===== config.mk =====
export PLATFORM = sky130hd
export DESIGN_NAME = cwoc_top
export DESIGN_NICKNAME = d
export VERILOG_FILES = /design/src/verilog/cwoc_pkg.sv /design/src/verilog/cwoc_sync.sv /design/src/verilog/cwoc_top.sv
export SDC_FILE = /design/constraint.sdc
export NUM_CORES = 1
export LEC_CHECK = 0
export ABC_AREA = 1
export BUFFER_PORTS_ARGS = -buffer_cell sky130_fd_sc_hd__buf_2
export CAP_MARGIN = 25
export CORE_ASPECT_RATIO = 0.8
export CORE_UTILIZATION = 54
export DETAILED_ROUTE_END_ITERATION = 6
export PLACE_DENSITY = 0.9
export SLEW_MARGIN = 25
export SYNTH_ARGS = -nofsm -noshare
export SYNTH_HDL_FRONTEND = slang
export SYNTH_SLANG_ARGS = --single-unit

===== constraint.sdc =====
create_clock -name clk_i -period 4.2 [get_ports clk_i]
set_clock_uncertainty 0.05 [all_clocks]
set_input_delay 0.42 -clock clk_i [delete_from_list [all_inputs] [get_ports clk_i]]
set_output_delay 0.42 -clock clk_i [all_outputs]
set_load 0.05 [all_outputs]

===== src/verilog/cwoc_pkg.sv =====
// Package: register map, field layout, reset values and carrier types of the clock wait/oscillator control
package cwoc_pkg;

  // Register indices; byte address is four times the index
  localparam logic [7:0] IDX_WAIT_EXIT  = 8'h09;
  localparam logic [7:0] IDX_STOP_DET   = 8'h0c;
  localparam logic [7:0] IDX_FAST_CTRL  = 8'h23;
  localparam logic [7:0] IDX_TRIM_LO    = 8'h24;
  localparam logic [7:0] IDX_FAST_DIV   = 8'h25;
  localparam logic [7:0] IDX_FACT_LO    = 8'h29;
  localparam logic [7:0] IDX_FACT_HI    = 8'h2a;
  localparam logic [7:0] IDX_TRIM_HI    = 8'h2f;
  localparam logic [7:0] IDX_SYS_AUX    = 8'h3e;
  localparam logic [7:0] IDX_PROTECT    = 8'h3f;

  // Wait and exit clock control fields
  localparam int B_WAIT      = 0;
  localparam int B_PIN_ASGN  = 2;
  localparam int B_NODIV     = 5;
  localparam int B_EXIT_LO   = 6;
  // Stop detection fields
  localparam int B_DET_EN    = 0;
  localparam int B_DET_IRQ   = 1;
  localparam int B_ONCHIP    = 2;
  localparam int B_MON       = 3;
  // Fast oscillator control fields
  localparam int B_FAST_EN   = 0;
  localparam int B_FAST_SEL  = 1;
  localparam int B_D128_SRC  = 3;
  localparam int B_PDIV_LO   = 0;
  // Auxiliary system clock fields
  localparam int B_MOSC_STOP = 0;
  localparam int B_PIN_FUNC  = 1;
  localparam int B_DIV8      = 2;
  localparam int B_CDIV_LO   = 3;
  localparam int B_SOSC_STOP = 5;
  // Protect register field
  localparam int B_CLK_WP    = 0;

  // Exit clock choices
  localparam logic [1:0] EXIT_KEEP = 2'h0;
  localparam logic [1:0] EXIT_FAST = 2'h2;
  localparam logic [1:0] EXIT_MAIN = 2'h3;

  // Reset values
  localparam logic [7:0] RST_WAIT_EXIT = 8'h00;
  localparam logic [7:0] RST_STOP_DET  = 8'h04;
  localparam logic [7:0] RST_FAST_CTRL = 8'h00;
  localparam logic [7:0] RST_FAST_DIV  = 8'h00;
  localparam logic [7:0] RST_SYS_AUX   = 8'h01;
  localparam logic [7:0] RST_PROTECT   = 8'h00;

  localparam logic [1:0] RESP_OKAY   = 2'h0;
  localparam logic [1:0] RESP_SLVERR = 2'h2;

  typedef struct packed {
    logic       cpu_clk_run;
    logic       wait_active;
    logic       pins_to_sub;
    logic       main_osc_run;
    logic       pin_is_osc;
    logic       onchip_sel;
    logic       slow_osc_run;
    logic       fast_osc_en;
    logic       fast_osc_sel;
    logic       div128_src;
    logic [2:0] postdiv;
    logic       cpu_div8;
    logic [1:0] cpu_div;
    logic [7:0] trim_lo;
    logic [7:0] trim_hi;
  } cwoc_ctrl_t;

  typedef struct packed {
    logic        aw_have;
    logic        w_have;
    logic [7:0]  waddr;
    logic [7:0]  wdata;
    logic        wlane0;
    logic        bvalid;
    logic [1:0]  bresp;
    logic        rvalid;
    logic [7:0]  rdata;
    logic [1:0]  rresp;
    logic        wait_b;
    logic        pin_asgn;
    logic        nodiv;
    logic [1:0]  exit_sel;
    logic        det_en;
    logic        det_irq;
    logic        onchip;
    logic        fast_en;
    logic        fast_sel;
    logic        d128_src;
    logic [2:0]  postdiv;
    logic [7:0]  trim_lo;
    logic [7:0]  trim_hi;
    logic        clk_wp;
    logic        mosc_stop;
    logic        pin_func;
    logic        div8;
    logic [1:0]  cdiv;
    logic        sosc_stop;
    logic        stop_prev;
    logic        irq;
    logic [2:0]  div_cnt;
    logic        div_tick;
  } cwoc_state_t;

endpackage : cwoc_pkg


===== src/verilog/cwoc_sync.sv =====
// Two-flop synchroniser for asynchronous level inputs
`timescale 1ns/100ps
module cwoc_sync #(
  parameter int W = 1
) (
  input  wire logic         clk_i,
  input  wire logic         rst_n_i,
  input  wire logic [W-1:0] d_i,
  output logic      [W-1:0] q_o
);
  logic [W-1:0] meta_q;

  always_ff @(posedge clk_i or negedge rst_n_i) begin
    if (!rst_n_i) begin
      meta_q <= '0;
      q_o    <= '0;
    end else begin
      meta_q <= d_i;
      q_o    <= meta_q;
    end
  end
endmodule : cwoc_sync


===== src/verilog/cwoc_top.sv =====
// Clock wait, exit clock, stop detection and fast oscillator control with AXI4-Lite registers
// Summary of operation
// - Wait bit set halts CPU clock only
// - Reset or interrupt exits wait, clears bit
// - Pin bit routes shared pins main/sub
// - Wait entry with nodiv forces undivided CPU
// - Exit clock field picks clock on exit
// - Exit code 10 enables/selects fast oscillator
// - Exit code 11 restarts and selects main
// - Detected stop with 11b forces on-chip select
// - Monitor flag set blocks register writes clearing on-chip select
// - Monitor flag shows stop, zero when disabled
// - On-chip select forces slow oscillator on
// - Divide-by-128 source slow or fast clock
// - Post-divider divides by field plus one
// - Trim resets to 20 MHz; factory bytes readable
//
// Chosen here: the AXI4-Lite slave port.
`timescale 1ns/100ps
module cwoc_top
  import cwoc_pkg::*;
#(
  parameter logic [7:0] TRIM20_LO = 8'h80,  // Arbitrary value
  parameter logic [7:0] TRIM20_HI = 8'h40,  // Arbitrary value
  parameter logic [7:0] TRIM18_LO = 8'h7a,  // Arbitrary value
  parameter logic [7:0] TRIM18_HI = 8'h3c   // Arbitrary value
) (
  input  wire logic        clk_i,
  input  wire logic        arst_n_i,
  input  wire logic [7:0]  s_axi_awaddr,
  input  wire logic        s_axi_awvalid,
  output logic             s_axi_awready,
  input  wire logic [31:0] s_axi_wdata,
  input  wire logic [3:0]  s_axi_wstrb,
  input  wire logic        s_axi_wvalid,
  output logic             s_axi_wready,
  output logic [1:0]       s_axi_bresp,
  output logic             s_axi_bvalid,
  input  wire logic        s_axi_bready,
  input  wire logic [7:0]  s_axi_araddr,
  input  wire logic        s_axi_arvalid,
  output logic             s_axi_arready,
  output logic [31:0]      s_axi_rdata,
  output logic [1:0]       s_axi_rresp,
  output logic             s_axi_rvalid,
  input  wire logic        s_axi_rready,
  input  wire logic        main_osc_stopped_i,
  input  wire logic        periph_irq_i,
  input  wire logic        lowpower_exit_i,
  output cwoc_pkg::cwoc_ctrl_t ctrl_o,
  output logic             osc_stop_irq_o,
  output logic             fast_div_tick_o
);
  import cwoc_pkg::*;

  logic        rst_meta_q;
  logic        rst_n;
  logic        stop_s;
  cwoc_state_t s_q;
  cwoc_state_t s_d;
  logic        mon;
  logic        wr_fire;
  logic        wr_ok;
  logic [7:0]  wr_idx;
  logic        wait_enter;
  logic        exit_ev;
  logic [7:0]  rd_val;
  logic        rd_hit;
  logic [7:0]  ar_idx;

  // Reset release through two flops
  always_ff @(posedge clk_i or negedge arst_n_i) begin
    if (!arst_n_i) begin
      rst_meta_q <= 1'b0;
      rst_n      <= 1'b0;
    end else begin
      rst_meta_q <= 1'b1;
      rst_n      <= rst_meta_q;
    end
  end

  cwoc_sync #(
    .W (1)
  ) u_stop_sync (
    .clk_i   (clk_i),
    .rst_n_i (rst_n),
    .d_i     (main_osc_stopped_i),
    .q_o     (stop_s)
  );

  assign mon    = s_q.det_en & stop_s;
  assign ar_idx = {2'b00, s_axi_araddr[7:2]};

  always_comb begin
    rd_hit = 1'b1;
    unique case (ar_idx)
      IDX_WAIT_EXIT: rd_val = {s_q.exit_sel, s_q.nodiv, 2'b00, s_q.pin_asgn, 1'b0, s_q.wait_b};
      IDX_STOP_DET:  rd_val = {4'h0, mon, s_q.onchip, s_q.det_irq, s_q.det_en};
      IDX_FAST_CTRL: rd_val = {4'h0, s_q.d128_src, 1'b0, s_q.fast_sel, s_q.fast_en};
      IDX_TRIM_LO:   rd_val = s_q.trim_lo;
      IDX_FAST_DIV:  rd_val = {5'h00, s_q.postdiv};
      IDX_FACT_LO:   rd_val = TRIM18_LO;
      IDX_FACT_HI:   rd_val = TRIM18_HI;
      IDX_TRIM_HI:   rd_val = s_q.trim_hi;
      IDX_SYS_AUX:   rd_val = {2'b00, s_q.sosc_stop, s_q.cdiv, s_q.div8, s_q.pin_func, s_q.mosc_stop};
      IDX_PROTECT:   rd_val = {7'h00, s_q.clk_wp};
      default: begin
        rd_val = 8'h00;
        rd_hit = 1'b0;
      end
    endcase
  end

  always_comb begin
    s_d        = s_q;
    wr_idx     = {2'b00, s_q.waddr[7:2]};
    wr_fire    = s_q.aw_have & s_q.w_have & ~s_q.bvalid;
    wr_ok      = 1'b1;
    wait_enter = 1'b0;
    exit_ev    = 1'b0;

    // Bus handshakes
    if (s_axi_awvalid && s_axi_awready) begin
      s_d.aw_have = 1'b1;
      s_d.waddr   = s_axi_awaddr;
    end
    if (s_axi_wvalid && s_axi_wready) begin
      s_d.w_have = 1'b1;
      s_d.wdata  = s_axi_wdata[7:0];
      s_d.wlane0 = s_axi_wstrb[0];
    end
    if (s_q.bvalid && s_axi_bready) begin
      s_d.bvalid = 1'b0;
    end
    if (s_q.rvalid && s_axi_rready) begin
      s_d.rvalid = 1'b0;
    end
    if (s_axi_arvalid && s_axi_arready) begin
      s_d.rvalid = 1'b1;
      s_d.rdata  = rd_val;
      s_d.rresp  = rd_hit ? RESP_OKAY : RESP_SLVERR;
    end

    // Register writes
    if (wr_fire) begin
      s_d.aw_have = 1'b0;
      s_d.w_have  = 1'b0;
      s_d.bvalid  = 1'b1;
      if (s_q.wlane0) begin
        unique case (wr_idx)
          IDX_WAIT_EXIT: begin
            wait_enter   = s_q.wdata[B_WAIT] & ~s_q.wait_b;
            s_d.wait_b   = s_q.wdata[B_WAIT];
            s_d.pin_asgn = s_q.wdata[B_PIN_ASGN];
            s_d.nodiv    = s_q.wdata[B_NODIV];
            s_d.exit_sel = s_q.wdata[B_EXIT_LO +: 2];
          end
          IDX_STOP_DET: begin
            if (s_q.clk_wp) begin
              s_d.det_en  = s_q.wdata[B_DET_EN];
              s_d.det_irq = s_q.wdata[B_DET_IRQ];
              if (s_q.wdata[B_ONCHIP] || !mon) begin
                s_d.onchip = s_q.wdata[B_ONCHIP];
              end
            end
          end
          IDX_FAST_CTRL: begin
            if (s_q.clk_wp) begin
              s_d.fast_en  = s_q.wdata[B_FAST_EN];
              s_d.fast_sel = s_q.wdata[B_FAST_SEL];
              s_d.d128_src = s_q.wdata[B_D128_SRC];
            end
          end
          IDX_FAST_DIV: begin
            if (s_q.clk_wp) begin
              s_d.postdiv = s_q.wdata[B_PDIV_LO +: 3];
            end
          end
          IDX_TRIM_LO: begin
            if (s_q.clk_wp) begin
              s_d.trim_lo = s_q.wdata;
            end
          end
          IDX_TRIM_HI: begin
            if (s_q.clk_wp) begin
              s_d.trim_hi = s_q.wdata;
            end
          end
          IDX_SYS_AUX: begin
            if (s_q.clk_wp) begin
              s_d.mosc_stop = s_q.wdata[B_MOSC_STOP];
              s_d.pin_func  = s_q.pin_func | s_q.wdata[B_PIN_FUNC];
              s_d.div8      = s_q.wdata[B_DIV8];
              s_d.cdiv      = s_q.wdata[B_CDIV_LO +: 2];
              s_d.sosc_stop = s_q.wdata[B_SOSC_STOP];
            end
          end
          IDX_PROTECT: begin
            s_d.clk_wp = s_q.wdata[B_CLK_WP];
          end
          IDX_FACT_LO, IDX_FACT_HI: begin
            wr_ok = 1'b1;
          end
          default: begin
            wr_ok = 1'b0;
          end
        endcase
      end else if (!(wr_idx inside {IDX_WAIT_EXIT, IDX_STOP_DET, IDX_FAST_CTRL, IDX_TRIM_LO,
                                    IDX_FAST_DIV, IDX_FACT_LO, IDX_FACT_HI, IDX_TRIM_HI,
                                    IDX_SYS_AUX, IDX_PROTECT})) begin
        wr_ok = 1'b0;
      end
      s_d.bresp = wr_ok ? RESP_OKAY : RESP_SLVERR;
    end

    // Wait entry with no-division request
    if (wait_enter && s_d.nodiv) begin
      s_d.div8 = 1'b0;
      s_d.cdiv = 2'b00;
    end

    // Interrupt exit from wait, or exit from stop / power-off 2
    if (s_q.wait_b && periph_irq_i) begin
      s_d.wait_b = 1'b0;
      exit_ev    = 1'b1;
    end
    if (lowpower_exit_i) begin
      s_d.wait_b = 1'b0;
      exit_ev    = 1'b1;
    end
    if (exit_ev) begin
      unique case (s_q.exit_sel)
        EXIT_FAST: begin
          s_d.onchip   = 1'b1;
          s_d.fast_en  = 1'b1;
          s_d.fast_sel = 1'b1;
        end
        EXIT_MAIN: begin
          s_d.mosc_stop = 1'b0;
          s_d.pin_func  = 1'b1;
          s_d.onchip    = 1'b0;
        end
        default: begin
          s_d.onchip = s_d.onchip;  // Previous clock kept; reserved code changes nothing
        end
      endcase
    end

    // Stop detection fallback and interrupt request
    if (stop_s && s_q.det_en && s_q.det_irq) begin
      s_d.onchip = 1'b1;
    end
    s_d.stop_prev = stop_s;
    s_d.irq       = stop_s & ~s_q.stop_prev & s_q.det_en & s_q.det_irq;

    if (s_d.onchip) begin
      s_d.sosc_stop = 1'b0;
    end

    // Fast clock post-divider
    s_d.div_tick = 1'b0;
    if (!s_q.fast_en) begin
      s_d.div_cnt = 3'h0;
    end else if (s_q.div_cnt >= s_q.postdiv) begin
      s_d.div_cnt  = 3'h0;
      s_d.div_tick = 1'b1;
    end else begin
      s_d.div_cnt = s_q.div_cnt + 3'h1;
    end
  end

  always_ff @(posedge clk_i or negedge rst_n) begin
    if (!rst_n) begin
      s_q           <= '0;
      s_q.wait_b    <= RST_WAIT_EXIT[B_WAIT];
      s_q.onchip    <= RST_STOP_DET[B_ONCHIP];
      s_q.fast_en   <= RST_FAST_CTRL[B_FAST_EN];
      s_q.postdiv   <= RST_FAST_DIV[2:0];
      s_q.trim_lo   <= TRIM20_LO;
      s_q.trim_hi   <= TRIM20_HI;
      s_q.mosc_stop <= RST_SYS_AUX[B_MOSC_STOP];
      s_q.clk_wp    <= RST_PROTECT[B_CLK_WP];
    end else begin
      s_q <= s_d;
    end
  end

  assign s_axi_awready = ~s_q.aw_have & ~s_q.bvalid;
  assign s_axi_wready  = ~s_q.w_have & ~s_q.bvalid;
  assign s_axi_bvalid  = s_q.bvalid;
  assign s_axi_bresp   = s_q.bresp;
  assign s_axi_arready = ~s_q.rvalid;
  assign s_axi_rvalid  = s_q.rvalid;
  assign s_axi_rdata   = {24'h00_0000, s_q.rdata};
  assign s_axi_rresp   = s_q.rresp;

  always_comb begin
    ctrl_o.cpu_clk_run  = ~s_q.wait_b;
    ctrl_o.wait_active  = s_q.wait_b;
    ctrl_o.pins_to_sub  = s_q.pin_asgn;
    ctrl_o.main_osc_run = ~s_q.mosc_stop;
    ctrl_o.pin_is_osc   = s_q.pin_func;
    ctrl_o.onchip_sel   = s_q.onchip;
    ctrl_o.slow_osc_run = ~s_q.sosc_stop;
    ctrl_o.fast_osc_en  = s_q.fast_en;
    ctrl_o.fast_osc_sel = s_q.fast_sel;
    ctrl_o.div128_src   = s_q.d128_src;
    ctrl_o.postdiv      = s_q.postdiv;
    ctrl_o.cpu_div8     = s_q.div8;
    ctrl_o.cpu_div      = s_q.cdiv;
    ctrl_o.trim_lo      = s_q.trim_lo;
    ctrl_o.trim_hi      = s_q.trim_hi;
  end
  assign osc_stop_irq_o  = s_q.irq;
  assign fast_div_tick_o = s_q.div_tick;
endmodule : cwoc_top


# Yosys cells after proc, flatten, opt, wreduce, memory -nomap -nowiden
# Index checks and enable logic that the tools add are counted.
[word_totals]
reg_bits = 80
out_inout_bits = 75
word_cells = 169
[classes]
reduce_logical = 39
order_cmp = 1
n_addsub = 1
mux = 51
bitwise_logic = 18
n_eq_ne = 22
[op_table]
columns = ["operator", "count"]
rows = [
  ["== test 6 bit (second input constant)", 16],
  ["one-hot mux 8 bit (10 select lines)", 1],
  ["2-to-1 mux 37 bit", 2],
  ["2-to-1 mux 3 bit", 11],
  ["2-to-1 mux 8 bit", 4],
  ["AND reduction 4 bit", 7],
  ["== test 6 x 4 -> 1 bit (second input constant)", 4],
  ["nonzero test 2 bit", 12],
  ["2-to-1 mux 1 bit", 22],
  ["OR reduction 10 bit", 2],
  ["2-to-1 mux 2 bit", 6],
  ["2-to-1 mux 6 bit", 2],
  ["2-to-1 mux 11 bit", 1],
  ["nonzero test 10 bit", 1],
  ["AND 1 bit", 9],
  ["logical AND 1 bit", 9],
  ["AND reduction 3 bit", 3],
  ["nonzero test 3 bit", 3],
  ["NOT 1 bit", 8],
  ["2-to-1 mux 5 bit", 1],
  ["== test 2 bit (second input constant)", 2],
  ["adder 3 x 1 -> 3 bit (second input constant)", 1],
  ["greater-or-equal comparator 3 bit", 1],
  ["one-hot mux 1 bit (2 select lines)", 1],
  ["other kinds (3)", 3],
]

# Logic depth before layout (Yosys ltp)
[depth]
ltp_word = 13
depth_mapped = 10
mapped_depth_nobuf = 10

# Hierarchy
# From an unflattened synthesis, not the netlist that was laid out.
[hier_totals]
cells_unflattened = 516
area_unflattened_um2 = 4245.3
[by_module_without_submodules]
columns = ["module", "area_each_um2", "seq_area_each_um2", "instances", "cells_per_inst"]
rows = [
  ["cwoc_top", 4195.3, 1856.8, 1, 514],
  ["cwoc_sync", 50.0, 50.0, 1, 2],
]

# Worst setup path after synthesis
# OpenSTA, ideal clock, no wires.
[synth_timing]
path_kind = "register to register"
start = "register s_q, in the netlist s_axi_bvalid"
end = "register s_q[57] (netlist bit)"
t_required_ns = 4.073
path_stages_with_launch = 5
slack_ns = 1.995
period_less_slack_ns = 2.205
t_arrival_ns = 2.078
path_cell_list = "dfrtp_1 nor2_1 nand2_1 buf_2 a21oi_1"
[synth_via]
elab_chain_len = 3
[synth_lines]
columns = ["element", "line_no", "rtl"]
rows = [
  ["from (decl)", "cwoc_top.sv:59", "cwoc_state_t s_q;"],
  ["NOT 1 bit", "cwoc_top.sv:289", "assign s_axi_wready = ~s_q.w_have & ~s_q.bvalid;"],
  ["AND 1 bit", "cwoc_top.sv:289", ""],
  ["via s_axi_wready", "cwoc_top.sv:36", "output logic s_axi_wready,"],
  ["logical AND 1 bit", "cwoc_top.sv:127", "if (s_axi_wvalid && s_axi_wready) begin"],
]
# The timed path passes the listed nets, and every way through them passes these cells.
# A chain may end at the register's enable or synchronous reset.

# Worst setup path in the final report
[layout_timing]
start = "register s_q, in the netlist ctrl_o[26]"
end = "output ctrl_o[26] (netlist bit)"
[layout_rtl]
columns = ["element", "line_no", "rtl"]
rows = [
  ["to (decl)", "cwoc_top.sv:50", "output cwoc_pkg::cwoc_ctrl_t ctrl_o,"],
]
# No word-level cell between the ends.

==> results.sh <==
export IMPL_status="complete, no violations"
export IMPL_finalCritPeriodShare_pct=40.22
export IMPL_holdPathStages=1
export IMPL_path_max_fanout=3
export IMPL_numCtsBuffers=9
export IMPL_path_cells="buf_2"
export IMPL_power_density_nw_per_um2=553.9
export IMPL_power_leakage_uw=0.002404
export IMPL_cts_resized=0
export IMPL_io_buffer_count=79
export IMPL_reg2reg_setup_slack_ns=2.63
export IMPL_ant_nets=0
export IMPL_wirelength_um=9442
export IMPL_comb_power_share_pct=37.3
export IMPL_critical_path_arrival_ns=1.22
export IMPL_cts_buffer_depth=2
export IMPL_reg2reg_from="s_axi_bvalid"
export IMPL_core_area_sq_um=7462
export IMPL_p_int_uw=1334
export IMPL_syn_area_per_cell_sq_um=8.132
export IMPL_hold_end="u_stop_sync.meta_q"
export IMPL_antenna_found_initial=0
export IMPL_crit_path_end_kind="primary output"
export IMPL_swShare_pct=46.29
export IMPL_cpPeakStageDelay_ns=0.59
export IMPL_drive_gt1_share_pct=23.10
export IMPL_area_growth_pct=7.081
export IMPL_diodes=0
export IMPL_cts_root_buffer="clkbuf_8"
export IMPL_clkTransAtPathRegs_ns=0.08
export IMPL_critical_path_slowest_cell="dfstp_2"
export IMPL_die_h_um=80.77
export IMPL_viasPerCell=5.016
export IMPL_vias=3371
export IMPL_ys_types=37
export IMPL_rsz0062_at_grt="no"
export IMPL_stdcell_area_sq_um=4484
export IMPL_grt_pass1_wl_um=15180
export IMPL_initial_utilization_pct=56.12
export IMPL_setup_viol=0
export IMPL_total_power_uw=2484
export IMPL_pwr_share_clk_pct=20.3
export IMPL_crit_required_ns=3.73
export IMPL_final_util_pct=60.09
export IMPL_max_cap_violations=0
export IMPL_hp_start="main_osc_stopped_i"
export IMPL_reg2reg_depth=6
export IMPL_worst_pin_slew_ns=0.5652
export IMPL_path_class="reg -> out"
export IMPL_grt_pass1_vias=3066
export IMPL_peakVddDrop_mv=0.5121
export IMPL_grt_max_degree=45
export IMPL_yosysSeqAreaShare_pct=45.53
export IMPL_register_area_sq_um=1911
export IMPL_clk_latency_ns=0.35
export IMPL_placed_area_sq_um=4294
export IMPL_crit_family="flip-flops"
export IMPL_num_fill_cells=700
export IMPL_gp_congestion=0.8506
export IMPL_worstReg2RegEnd="ctrl_o[10]"
export IMPL_remaining_drc_errors=0
export IMPL_wl_per_cell_um=14.05
export IMPL_postSynthCellCount=515
export IMPL_maxSlewViolCount=0
export IMPL_fmax_ghz=0.5919
export IMPL_hold_viol_final=0
export IMPL_ys_seq_elements=76
export IMPL_ys_warn_count=0
export IMPL_cts_max_level=3
export IMPL_hp_class="in -> reg"
export IMPL_path_buf_inv=1
export IMPL_grt_overflow=0
export IMPL_multi_input_area_sq_um=1648
export IMPL_grt_usage_pct=24.85
export IMPL_drt_iter0_drc=276
export IMPL_firstDrtPassIters=4
export IMPL_period_needed_ns=1.689
export IMPL_start_kind="flop"
export IMPL_dpl_hpwl_um=7207
export IMPL_tns_ns=0
export IMPL_slew_headroom_pct=62.32
export IMPL_tritoncts="done"
export IMPL_seq_power_share_pct=42.3
export IMPL_p_switching_uw=1150
export IMPL_row_count=28
export IMPL_die_w_um=100.5
export IMPL_num_io_pins=137
export IMPL_cts_sinks=76
export IMPL_synthesis_area_sq_um=4188
export IMPL_dieArea_sq_um=8113
export IMPL_nets=628
export IMPL_post_cts_buffers=0
==> metrics by stage <==
step	hold slack, ns	worst slack [ns]	instances
floorplan	0.07441	1.884	540
global placement	0.1553	2.459	655
detailed placement	0.1576	2.443	655
CTS	0.1178	2.502	672
global route	0.1127	2.468	672
finish	0.1311	2.511	672
==> registers in the layout, indices dropped and copies added (netlist names) <==
name and cells:
rst_meta_q 1, s_axi_rresp 1, fast_div_tick_o 1, s_axi_rdata 8, s_axi_rvalid 1, osc_stop_irq_o 1
s_axi_bresp 1, s_axi_bvalid 1, rst_n 1, s_q 29, u_stop_sync.meta_q 1, u_stop_sync.q_o 1
ctrl_o 29
==> power by group through the flow <==
stage,Clock (uW),Combinational [uW],Sequential (uW)
after floorplan,0,804,1040
after detailed placement,0,924,1060
after CTS,515,929,1050
final,505,927,1050
after global placement,0,898,1050
after global routing,547,1000,1070
==> Yosys cell counts (all sizes together) <==
master	n	area share, %
a21o	1	0.18
a21oi	21	2.5
a31oi	1	0.15
buf	68	12
clkbuf	2	0.18
clkinv	2	0.21
conb	2	0.18
dfrtp	72	43
dfstp	4	2.5
ha	4	1.2
inv	52	4.7
mux2	1	0.27
nand2	137	13
nand2b	2	0.30
nand3	30	4.2
nand3b	1	0.18
nand4	9	1.7
nor2	58	6.5
nor3	5	0.87
nor3b	1	0.18
o211a	1	0.24
o211ai	2	0.36
o21ai	37	5.1
o22ai	1	0.15
xnor2	1	0.21
==> layout make-up <==
type | instances | area share, %
clock buffer | 11 | 3.153
inverter | 54 | 4.548
tap | 105 | 2.930
timing repair buffer | 81 | 9.208
multi-input combinational | 340 | 36.75
clock inverter | 5 | 0.8092
sequential | 76 | 42.61
==> cell usage in the layout, fill, tap and decap left out, types with 2 or more instances in the layout <==
| cell | Yosys | layout |
|---|---|---|
| nand2_1 | 132 | 132 |
| buf_2 | 1 | 79 |
| dfrtp_1 | 72 | 71 |
| inv_1 | 51 | 51 |
| nor2_1 | 47 | 47 |
| o21ai_0 | 29 | 29 |
| nand3_1 | 28 | 28 |
| conb_1 | 2 | 27 |
| a21oi_1 | 21 | 21 |
| clkbuf_8 | 0 | 10 |
| nand4_1 | 8 | 8 |
| o21ai_2 | 8 | 8 |
| nor2_2 | 7 | 7 |
| nand2_2 | 5 | 5 |
| nor3_1 | 4 | 4 |
| ha_1 | 4 | 4 |
| dfstp_2 | 4 | 4 |
| nor2_4 | 3 | 3 |
| clkinvlp_4 | 0 | 3 |
| nand3_4 | 2 | 2 |
| clkinv_2 | 1 | 2 |
| nand2b_1 | 2 | 2 |
| o211ai_1 | 2 | 2 |
==> layer usage <==
layer  track usage, %  vias to the layer above  wire length (um)  share of wire [%]
met5                0                        -                 0                  0
met1            35.04                     1580              4465                 47
met3            5.680                       12               538                5.7
li1                 -                     1642                 -                  -
met2            39.52                      137              4340                 46
met4            5.507                        0                97                1.0
==> cell families (layout without fill, tap and decap cells) <==
family,Yosys count,in the layout,synth area share (%)
simple gates,243,243,26.53
buf+inv,124,151,17.36
flops,76,76,45.53
compound gates,64,64,8.724
fa+ha+maj,4,4,1.195
other cells,2,27,0.1793
xor+xnor,1,1,0.2092
mux,1,1,0.2689
==> how the worst max path moves through the flow <==
stage / startpoint / end / cells past startpoint
5_1_grt: s_q[74] / s_axi_wready / 2
3_5_place_dp: s_axi_araddr[2] / s_axi_rdata[5] / 10
4_1_cts: s_q[75] / s_axi_awready / 2
6_report: ctrl_o[26] / ctrl_o[26] / 1
2_1_floorplan: rst_n / ctrl_o[0] / 0
3_3_place_gp: s_axi_araddr[2] / s_axi_rdata[0] / 10
==> timing repair <==
item / CTS / global route
hold buffers: 1 / 0
endpoints found under the hold margin: 2 / 0
endpoints found under the setup margin: 0 / 0
(Power assumes the default switching activity.)
